File: config.mk
export PLATFORM = sky130hd
export DESIGN_NAME = i2crec_top
export DESIGN_NICKNAME = d
export VERILOG_FILES = /design/src/hdl/i2crec_pkg.sv /design/src/hdl/i2crec_edge.sv /design/src/hdl/i2crec_top.sv
export VERILOG_INCLUDE_DIRS = /design/src /design/src/hdl
export SDC_FILE = /design/constraint.sdc
export NUM_CORES = 1
export LEC_CHECK = 0
export BUFFER_PORTS_ARGS = -buffer_cell sky130_fd_sc_hd__buf_4
export CORE_UTILIZATION = 27
export CTS_CLUSTER_SIZE = 25
export DETAILED_ROUTE_END_ITERATION = 8
export SLEW_MARGIN = 20
export SYNTH_ARGS = -nofsm -noshare
export SYNTH_HDL_FRONTEND = slang
export SYNTH_HIERARCHICAL = 1
export SYNTH_SLANG_ARGS = --single-unit
File: constraint.sdc
create_clock -name CLK_SYS_IN -period 2.88 [get_ports CLK_SYS_IN]
set_input_delay 0.288 -clock CLK_SYS_IN [delete_from_list [all_inputs] [get_ports CLK_SYS_IN]]
set_output_delay 0.288 -clock CLK_SYS_IN [all_outputs]
set_load 0.02 [all_outputs]
File: src/hdl/i2crec_params.svh
// Purpose: Constants for the I2C target serial engine with bus recovery.
// Assumes: Included by the top-level design file and the bench by bare name.
// Notes: Address and command codes are plain defaults of this block.
`ifndef I2CREC_PARAMS_SVH
`define I2CREC_PARAMS_SVH
`define I2CREC_GENCALL_ADDR 7'h00
`define I2CREC_DEV_ADDR 7'h2C
`define I2CREC_CMD_WRITE 2'h0
`define I2CREC_CMD_INC 2'h1
`define I2CREC_CMD_DEC 2'h2
`define I2CREC_CMD_READ 2'h3
`define I2CREC_WIPER_MID 9'h080
`define I2CREC_WIPER_FULL 9'h100
`define I2CREC_WIPER_ZERO 9'h000
`define I2CREC_NUM_WIPERS 4
`define I2CREC_BITS_PER_BYTE 4'h8
`endif

File: src/hdl/i2crec_pkg.sv
// Purpose: Types shared by the I2C target serial engine.
// Assumes: Nothing beyond the constants header.
// Notes: States of the serial engine.
package i2crec_pkg;
    typedef enum logic [2:0] {
        ST_IDLE,
        ST_ADDR,
        ST_ACK,
        ST_CMD,
        ST_DATA,
        ST_TX,
        ST_RXACK
    } i2crec_state_t;
endpackage

File: src/hdl/i2crec_edge.sv
// Purpose: Line sampler that flags SCL rising and falling edges and Start/Stop.
// Assumes: Inputs are synchronous to the system clock.
// Notes: One instance watches both bus lines.
`timescale 1ns/100ps
module i2crec_edge (
    input wire logic clk_in,
    input wire logic rstn_in,
    input wire logic scl_in,
    input wire logic sda_in,
    output logic scl_rise_out,
    output logic scl_fall_out,
    output logic start_out,
    output logic stop_out
);
    logic scl_q;
    logic sda_q;
    always_ff @(posedge clk_in or negedge rstn_in) begin
        if (!rstn_in) begin
            scl_q <= 1'b1;
            sda_q <= 1'b1;
        end else begin
            scl_q <= scl_in;
            sda_q <= sda_in;
        end
    end
    assign scl_rise_out = scl_in & ~scl_q;
    assign scl_fall_out = ~scl_in & scl_q;
    assign start_out = scl_in & scl_q & sda_q & ~sda_in;
    assign stop_out = scl_in & scl_q & ~sda_q & sda_in;
endmodule

File: src/hdl/i2crec_top.sv
// Purpose: I2C target serial engine with software reset recovery and general call.
// Assumes: SCL and SDA are synchronous to CLK_SYS_IN; SDA is open drain.
// Notes: Frame is address, command byte (wiper index and opcode), data byte.
`timescale 1ns/100ps
`include "i2crec_params.svh"
module i2crec_top #(
    parameter logic [6:0] DEV_ADDR = `I2CREC_DEV_ADDR
) (
    input wire logic CLK_SYS_IN,
    input wire logic RSTN_IN,
    input wire logic SCL_IN,
    input wire logic SDA_IN,
    output logic SDA_OUT,
    output logic SDA_OE_OUT,
    output logic [8:0] WIPER0_OUT,
    output logic [8:0] WIPER1_OUT,
    output logic [8:0] WIPER2_OUT,
    output logic [8:0] WIPER3_OUT,
    output logic BUSY_OUT
);
    logic rst_s1;
    logic rstn;
    always_ff @(posedge CLK_SYS_IN or negedge RSTN_IN) begin
        if (!RSTN_IN) begin
            rst_s1 <= 1'b0;
            rstn <= 1'b0;
        end else begin
            rst_s1 <= 1'b1;
            rstn <= rst_s1;
        end
    end

    logic scl_rise;
    logic scl_fall;
    logic start_det;
    logic stop_det;
    i2crec_edge u_edge (
        .clk_in(CLK_SYS_IN),
        .rstn_in(rstn),
        .scl_in(SCL_IN),
        .sda_in(SDA_IN),
        .scl_rise_out(scl_rise),
        .scl_fall_out(scl_fall),
        .start_out(start_det),
        .stop_out(stop_det)
    );

    i2crec_pkg::i2crec_state_t state;
    i2crec_pkg::i2crec_state_t ret_state;
    localparam i2crec_pkg::i2crec_state_t ST_IDLE = i2crec_pkg::ST_IDLE;
    localparam i2crec_pkg::i2crec_state_t ST_ADDR = i2crec_pkg::ST_ADDR;
    localparam i2crec_pkg::i2crec_state_t ST_ACK = i2crec_pkg::ST_ACK;
    localparam i2crec_pkg::i2crec_state_t ST_CMD = i2crec_pkg::ST_CMD;
    localparam i2crec_pkg::i2crec_state_t ST_DATA = i2crec_pkg::ST_DATA;
    localparam i2crec_pkg::i2crec_state_t ST_TX = i2crec_pkg::ST_TX;
    localparam i2crec_pkg::i2crec_state_t ST_RXACK = i2crec_pkg::ST_RXACK;
    logic [3:0] bit_cnt;
    logic [7:0] shreg;
    logic rd_mode;
    logic gencall;
    logic ack_ok;
    logic phase_cmd;
    logic [1:0] widx;
    logic [1:0] opc;
    logic wr_pend;
    logic [8:0] wr_val;
    logic [8:0] wiper [`I2CREC_NUM_WIPERS];

    wire byte_done = scl_rise && (bit_cnt == `I2CREC_BITS_PER_BYTE - 4'h1);
    wire [7:0] rx_byte = {shreg[6:0], SDA_IN};
    wire addr_hit = (rx_byte[7:1] == DEV_ADDR);
    wire gc_hit = (rx_byte[7:1] == `I2CREC_GENCALL_ADDR) && !rx_byte[0];
    wire [8:0] cur_w = wiper[widx];
    wire can_inc = cur_w < `I2CREC_WIPER_FULL;
    wire can_dec = (cur_w != `I2CREC_WIPER_ZERO) && (cur_w <= `I2CREC_WIPER_FULL);
    // Increment and decrement step right after the command acknowledge.
    // In the ack slot bit_cnt is 1 between the opening and the closing SCL fall.
    wire ack_end = (state == ST_ACK) && scl_fall && (bit_cnt == 4'h1);
    wire step_now = ack_end && phase_cmd && ack_ok;
    wire do_inc = step_now && (opc == `I2CREC_CMD_INC) && can_inc;
    wire do_dec = step_now && (opc == `I2CREC_CMD_DEC) && can_dec;
    // The engine is blind to Start while it holds the line low.
    wire line_held = SDA_OE_OUT && !SDA_OUT;
    wire start_seen = start_det && !line_held;

    always_ff @(posedge CLK_SYS_IN or negedge rstn) begin
        if (!rstn) begin
            state <= ST_IDLE;
            ret_state <= ST_IDLE;
            bit_cnt <= 4'h0;
            shreg <= 8'h00;
            rd_mode <= 1'b0;
            gencall <= 1'b0;
            ack_ok <= 1'b0;
            phase_cmd <= 1'b0;
            widx <= 2'h0;
            opc <= 2'h0;
            wr_pend <= 1'b0;
            wr_val <= 9'h000;
            SDA_OUT <= 1'b1;
            SDA_OE_OUT <= 1'b0;
        end else if (start_seen) begin
            state <= ST_ADDR;
            bit_cnt <= 4'h0;
            wr_pend <= 1'b0;
            SDA_OE_OUT <= 1'b0;
        end else if (stop_det) begin
            state <= ST_IDLE;
            wr_pend <= 1'b0;
            SDA_OE_OUT <= 1'b0;
        end else begin
            unique case (state)
                ST_IDLE: begin
                    SDA_OE_OUT <= 1'b0;
                end
                ST_ADDR, ST_CMD, ST_DATA: begin
                    if (scl_rise) begin
                        shreg <= rx_byte;
                        bit_cnt <= bit_cnt + 4'h1;
                    end
                    if (byte_done) begin
                        bit_cnt <= 4'h0;
                        phase_cmd <= (state == ST_CMD);
                        if (state == ST_ADDR) begin
                            ack_ok <= addr_hit || gc_hit;
                            gencall <= gc_hit;
                            rd_mode <= rx_byte[0] && addr_hit;
                            ret_state <= ST_CMD;
                        end else if (state == ST_CMD) begin
                            widx <= rx_byte[3:2];
                            opc <= rx_byte[1:0];
                            ack_ok <= !(gencall && rx_byte[1:0] == `I2CREC_CMD_READ);
                            ret_state <= ST_DATA;
                        end else begin
                            // A write is armed and commits only on Stop.
                            wr_pend <= 1'b1;
                            wr_val <= {opc[0], rx_byte};
                            ack_ok <= 1'b1;
                            ret_state <= ST_DATA;
                        end
                        state <= ST_ACK;
                    end
                end
                ST_ACK: begin
                    if (scl_fall && bit_cnt == 4'h0) begin
                        // A refused byte must still close its slot, so the slot is counted.
                        bit_cnt <= 4'h1;
                        SDA_OE_OUT <= ack_ok;
                        SDA_OUT <= 1'b0;
                    end else if (scl_fall) begin
                        bit_cnt <= 4'h0;
                        SDA_OE_OUT <= 1'b0;
                        if (!ack_ok) begin
                            state <= ST_IDLE;
                        end else if (rd_mode) begin
                            state <= ST_TX;
                            shreg <= cur_w[7:0];
                            SDA_OE_OUT <= !cur_w[7];
                            SDA_OUT <= 1'b0;
                        end else begin
                            state <= ret_state;
                        end
                    end
                end
                ST_TX: begin
                    if (scl_fall) begin
                        bit_cnt <= bit_cnt + 4'h1;
                        shreg <= {shreg[6:0], 1'b1};
                        if (bit_cnt == `I2CREC_BITS_PER_BYTE - 4'h1) begin
                            bit_cnt <= 4'h0;
                            SDA_OE_OUT <= 1'b0;
                            state <= ST_RXACK;
                        end else begin
                            SDA_OE_OUT <= !shreg[6];
                        end
                    end
                end
                ST_RXACK: begin
                    if (scl_rise) begin
                        // A released acknowledge slot ends the read.
                        state <= SDA_IN ? ST_IDLE : ST_RXACK;
                    end else if (scl_fall) begin
                        state <= ST_TX;
                        shreg <= cur_w[7:0];
                        SDA_OE_OUT <= !cur_w[7];
                    end
                end
                default: state <= ST_IDLE;
            endcase
        end
    end

    // Wipers sit outside the engine so recovery never disturbs them.
    logic [8:0] next_wiper [`I2CREC_NUM_WIPERS];
    wire commit = stop_det && wr_pend && (opc == `I2CREC_CMD_WRITE);
    always_comb begin
        for (int i = 0; i < `I2CREC_NUM_WIPERS; i++) begin
            next_wiper[i] = wiper[i];
        end
        if (do_inc) begin
            next_wiper[widx] = cur_w + 9'h001;
        end else if (do_dec) begin
            next_wiper[widx] = cur_w - 9'h001;
        end else if (commit) begin
            next_wiper[widx] = wr_val;
        end
    end
    always_ff @(posedge CLK_SYS_IN or negedge rstn) begin
        if (!rstn) begin
            for (int i = 0; i < `I2CREC_NUM_WIPERS; i++) begin
                wiper[i] <= `I2CREC_WIPER_MID;
            end
            WIPER0_OUT <= `I2CREC_WIPER_MID;
            WIPER1_OUT <= `I2CREC_WIPER_MID;
            WIPER2_OUT <= `I2CREC_WIPER_MID;
            WIPER3_OUT <= `I2CREC_WIPER_MID;
            BUSY_OUT <= 1'b0;
        end else begin
            wiper <= next_wiper;
            WIPER0_OUT <= next_wiper[0];
            WIPER1_OUT <= next_wiper[1];
            WIPER2_OUT <= next_wiper[2];
            WIPER3_OUT <= next_wiper[3];
            BUSY_OUT <= (state != ST_IDLE);
        end
    end

    stop_idle_a: assert property (@(posedge CLK_SYS_IN) disable iff (!rstn)
        stop_det && !start_seen |=> state == ST_IDLE)
        else $error("Stop did not return engine to idle.");
    start_reset_a: assert property (@(posedge CLK_SYS_IN) disable iff (!rstn)
        start_seen |=> state == ST_ADDR && bit_cnt == 4'h0)
        else $error("Start did not restart engine.");
    held_blind_a: assert property (@(posedge CLK_SYS_IN) disable iff (!rstn)
        line_held && !stop_det |=> state != ST_ADDR)
        else $error("Start seen while holding line low.");
    nack_end_a: assert property (@(posedge CLK_SYS_IN) disable iff (!rstn)
        state == ST_RXACK && scl_rise && SDA_IN && !start_seen && !stop_det
        |=> state == ST_IDLE)
        else $error("Released acknowledge did not end read.");
    recovery_keep_a: assert property (@(posedge CLK_SYS_IN) disable iff (!rstn)
        (start_seen || stop_det) && !commit |=> $stable({wiper[0], wiper[1], wiper[2], wiper[3]}))
        else $error("Recovery changed a wiper.");
    inc_step_a: assert property (@(posedge CLK_SYS_IN) disable iff (!rstn)
        do_inc |=> wiper[$past(widx)] == $past(cur_w) + 9'h001)
        else $error("Increment did not step by one.");
    dec_step_a: assert property (@(posedge CLK_SYS_IN) disable iff (!rstn)
        do_dec |=> wiper[$past(widx)] == $past(cur_w) - 9'h001)
        else $error("Decrement did not step by one.");
    gencall_ack_a: assert property (@(posedge CLK_SYS_IN) disable iff (!rstn)
        state == ST_ADDR && byte_done && gc_hit && !start_seen && !stop_det
        |=> ack_ok && gencall)
        else $error("General call not accepted.");
    restart_cancel_a: assert property (@(posedge CLK_SYS_IN) disable iff (!rstn)
        start_seen |=> !wr_pend)
        else $error("Second Start left write armed.");
    write_commit_a: assert property (@(posedge CLK_SYS_IN) disable iff (!rstn)
        commit && !do_inc && !do_dec |=> wiper[$past(widx)] == $past(wr_val))
        else $error("Armed write not committed on Stop.");
    gencall_c: cover property (@(posedge CLK_SYS_IN) gencall && do_inc);
    nack_c: cover property (@(posedge CLK_SYS_IN) state == ST_RXACK && scl_rise && SDA_IN);
    blind_c: cover property (@(posedge CLK_SYS_IN) line_held && state == ST_TX && scl_rise);
    commit_c: cover property (@(posedge CLK_SYS_IN) commit);
endmodule

==> metrics.md <==
| Metric | Value |
|---|---|
| DIE HEIGHT | 131 um |
| Die area | 17100 um2 |
| Peak VDD IR | 0.000238 V |
| Detailed Route WL | 12500 um |
| Final GP Congestion | 0.924 |
| Seq/Total Area, Yosys | 43.2% |
| Outcome | complete, no violations |
| Fmax | 0.355 GHz |
| Kind of critical path | reg -> reg |
| Yosys cell types | 72 |
| Crit-path max cell delay | 0.54 ns |
| CTS sink cnt | 77 |
| Fillers | 1556 |
| WL per Instance | 17.3 um |
| Placed inst area | 5340 um2 |
| PwrDens | 574 nW/um2 |
| I/O pins | 43 |
| Min cycle time layout | 2.82 ns |
| Area grow syn2layout | 28.2% |
| Post-place setup slack | -0.107 ns |
| Finish-stage setup viols | 0 |
| Final #Nets | 511 |
| H-tree depth | 3 |
| Syn_nets | 439 |
| Initial antenna violation count | 0 |
| Worst-Skew Late Latency | 0.33 ns |
| Most used DFF post-synth | dfrtp_1 |
| First-pass GRT wire length | 20000 um |
| GRT Total Usage | 15.3% |
| Slack of the worst reg-to-reg path | 0.06 ns |
| Synth warn | 6 |
| DRC violations left | 0 |
| Largest net degree at the start of global routing | 76 |
| Post-Synth Simple-Gate Area | 18.1% |
| Main combinational cell family by area after synthesis | simple AND/OR/NAND/NOR gates |
| Final core utilization | 35.7% |
| PortBufs | 42 |
| Mapped Cells | 430 |
| Leakage power | 2.60 nW |
| 1st-iter DRT viols | 227 |
| Vias in the first global route | 3685 |
| RSZ-0062 raised after global routing | false |
| Die width | 131 um |
| Post-route cell area | 5740 um2 |
| Clk Tree Root Cell | clkbuf_16 |
| Initial cell density of the core | 27.9% |
| Hold WC Path Type | in -> reg |
| Crit path max fanout | 8 |
| Core Region | 16100 um2 |
| Clk_skew | 0.00836 ns |
| Crit end category | register |
| Ranking of synthesized cells by area | dfrtp_1 (39%), mux2_1 (4.8%), mux4_2 (4.5%), dfstp_2 (4.1%), mux2_2 (3.8%) |
| Post-route setup TNS | 0 ns |
| # rows | 46 |
| Synth async-reset ratio | 100% |
| Min Hold Slack | 0.0926 ns |
| Mux share of post-synthesis cell area | 15.1% |
| Post-DP HPWL | 9090 um |
| Via count | 3730 |
| Endpoints failing hold | 0 |
| Via/cell ratio | 5.16 |
| Synth Area in Compound Gates | 16.5% |
| Crit path DAT | 3.03 ns |
| Syn avg cell area | 10.4 um2 |
| Final setup margin | 0.0598 ns |
| Most frequent cells after synthesis | dfrtp_1 (70), nand2_1 (32), o21ai_0 (32) |
| Crit start category | register |
| #FFs+latches synth | 77 |
| Critical-path top delay cell | mux4_2 |
| EDFF count, synth | 0 |
| DR pass1 iterations | 5 |
| Share of the synthesized area in the top cell type | 39.1% |
| Clk pin slew, worst setup/hold paths | 0.06 ns |
| CTS Buffer Depth | 2 |
| Slew Viols, Final | 0 |
| CTS tree | yes |
| Count leader, synth | dfrtp_1 |
| Crit-path cells | mux4_2 > inv_2 > ha_4 > nand2_4 > o22ai_4 > nand4_4 > xnor2_4 > a211o_4 > nand2_8 > mux2_4 |
| Final period utilization | 97.9% |
| Cell taking the most area after synthesis | dfrtp_1 |
| Layout cells sized above 1 | 35.1% |
| GRT overflow | 0 |
| Synth Area in Adders | 1.40% |
| Inserted Clock Buffers | 9 |
| Ant diodes | 0 |
| Worst EP required | 3.09 ns |
| Max Cap Viol | 0 |
| Mapped Area | 4480 um2 |
| Antenna Violating Nets Remaining | 0 |
| Post-synthesis xor/xnor area fraction | 1.79% |
[cell type report]
type	instances	area (um2)	area share (%)
clock inverters	2	35.0	0.610
multi-input cells	315	2540	44.2
inverters	17	63.8	1.11
clock buffers	14	254	4.42
well taps	216	270	4.71
repair buffers	82	638	11.1
flip-flops and latches	77	1940	33.8
[power by group]
part	switching (mW)	internal [mW]
sequential	0.123	1.20
clock	0.428	0.695
combinational	0.534	0.318
total	1.09	2.21
[cell usage in the layout, fill, tap and decap left out, types with 5 or more instances in the layout]
cell type / n
nor2_1: 31
dfstp_2: 7
nand2_1: 30
nand2b_1: 10
a32o_1: 6
mux2_4: 20
buf_4: 80
nor2b_1: 5
mux4_2: 9
mux2i_1: 6
or2_2: 5
clkbuf_16: 9
inv_1: 14
o21ai_0: 32
nand3_1: 9
dfrtp_1: 68
o2bb2ai_1: 8
nor3_1: 9
a21oi_1: 19
mux2_2: 15
a211oi_1: 6
[registers in the layout, indices dropped and copies added (netlist names), 2 cells and up]
register	flops
wr_val	9
shreg	7
bit_cnt	4
state	3
ret_state	2
wiper	36
widx	2
opc	2
[logic make-up (layout without fill, tap and decap cells)]
logic type      Yosys count  count (layout)
xor+xnor                  7               7
compound gates          109             109
simple gates            142             142
flops                    77              77
fa+ha+maj                 5               5
buf+inv                  38             115
mux                      51              51
other cells               1               1
[worst paths after layout]
check / from / endpoint / cells past startpoint
min in group asynchronous: rstn / bit_cnt[1] / 0
hold / removal: SCL_IN / u_edge/scl_q / 1
max in group asynchronous: rstn / wiper[34] / 1
hold reg to reg: rstn / bit_cnt[1] / 0
setup reg to reg: widx[0] / wiper[15] / 10
setup / recovery: widx[0] / wiper[15] / 10
[what timing repair did]
action                                 CTS  global route
pin swaps                                1             6
hold buffers                             1             0
buffers inserted                         2             4
gates resized for setup                  3             5
endpoints found under the hold margin    2             0
setup endpoints to repair               23            34
[worst max-delay path: cells and delay by family (launching register included)]
family	cells	cell delay, ns
AOI/OAI and AO/OA	2	0.64
xor gates and xnor gates	1	0.17
adders and majority gates	1	0.15
buffers and inverters	1	0.10
DFF	1	0.41
muxes	2	0.85
and+or+nand+nor	3	0.38
[layer usage]
layer	up-vias	part of all wire, %	global-route usage [%]
met3	18	4.0	2.65
met2	93	51	25.6
li1	1736	-	-
met5	-	0	0
met4	0	1.9	5.34
met1	1883	43	19.9
[stage by stage]
stage          cells  total power, mW
4_1_cts          718             3.30
6_report         723             3.30
3_5_place_dp     699             2.17
3_3_place_gp     699             2.15
2_1_floorplan    430             1.92
5_1_grt          723             3.48
(Power assumes the default switching activity.)
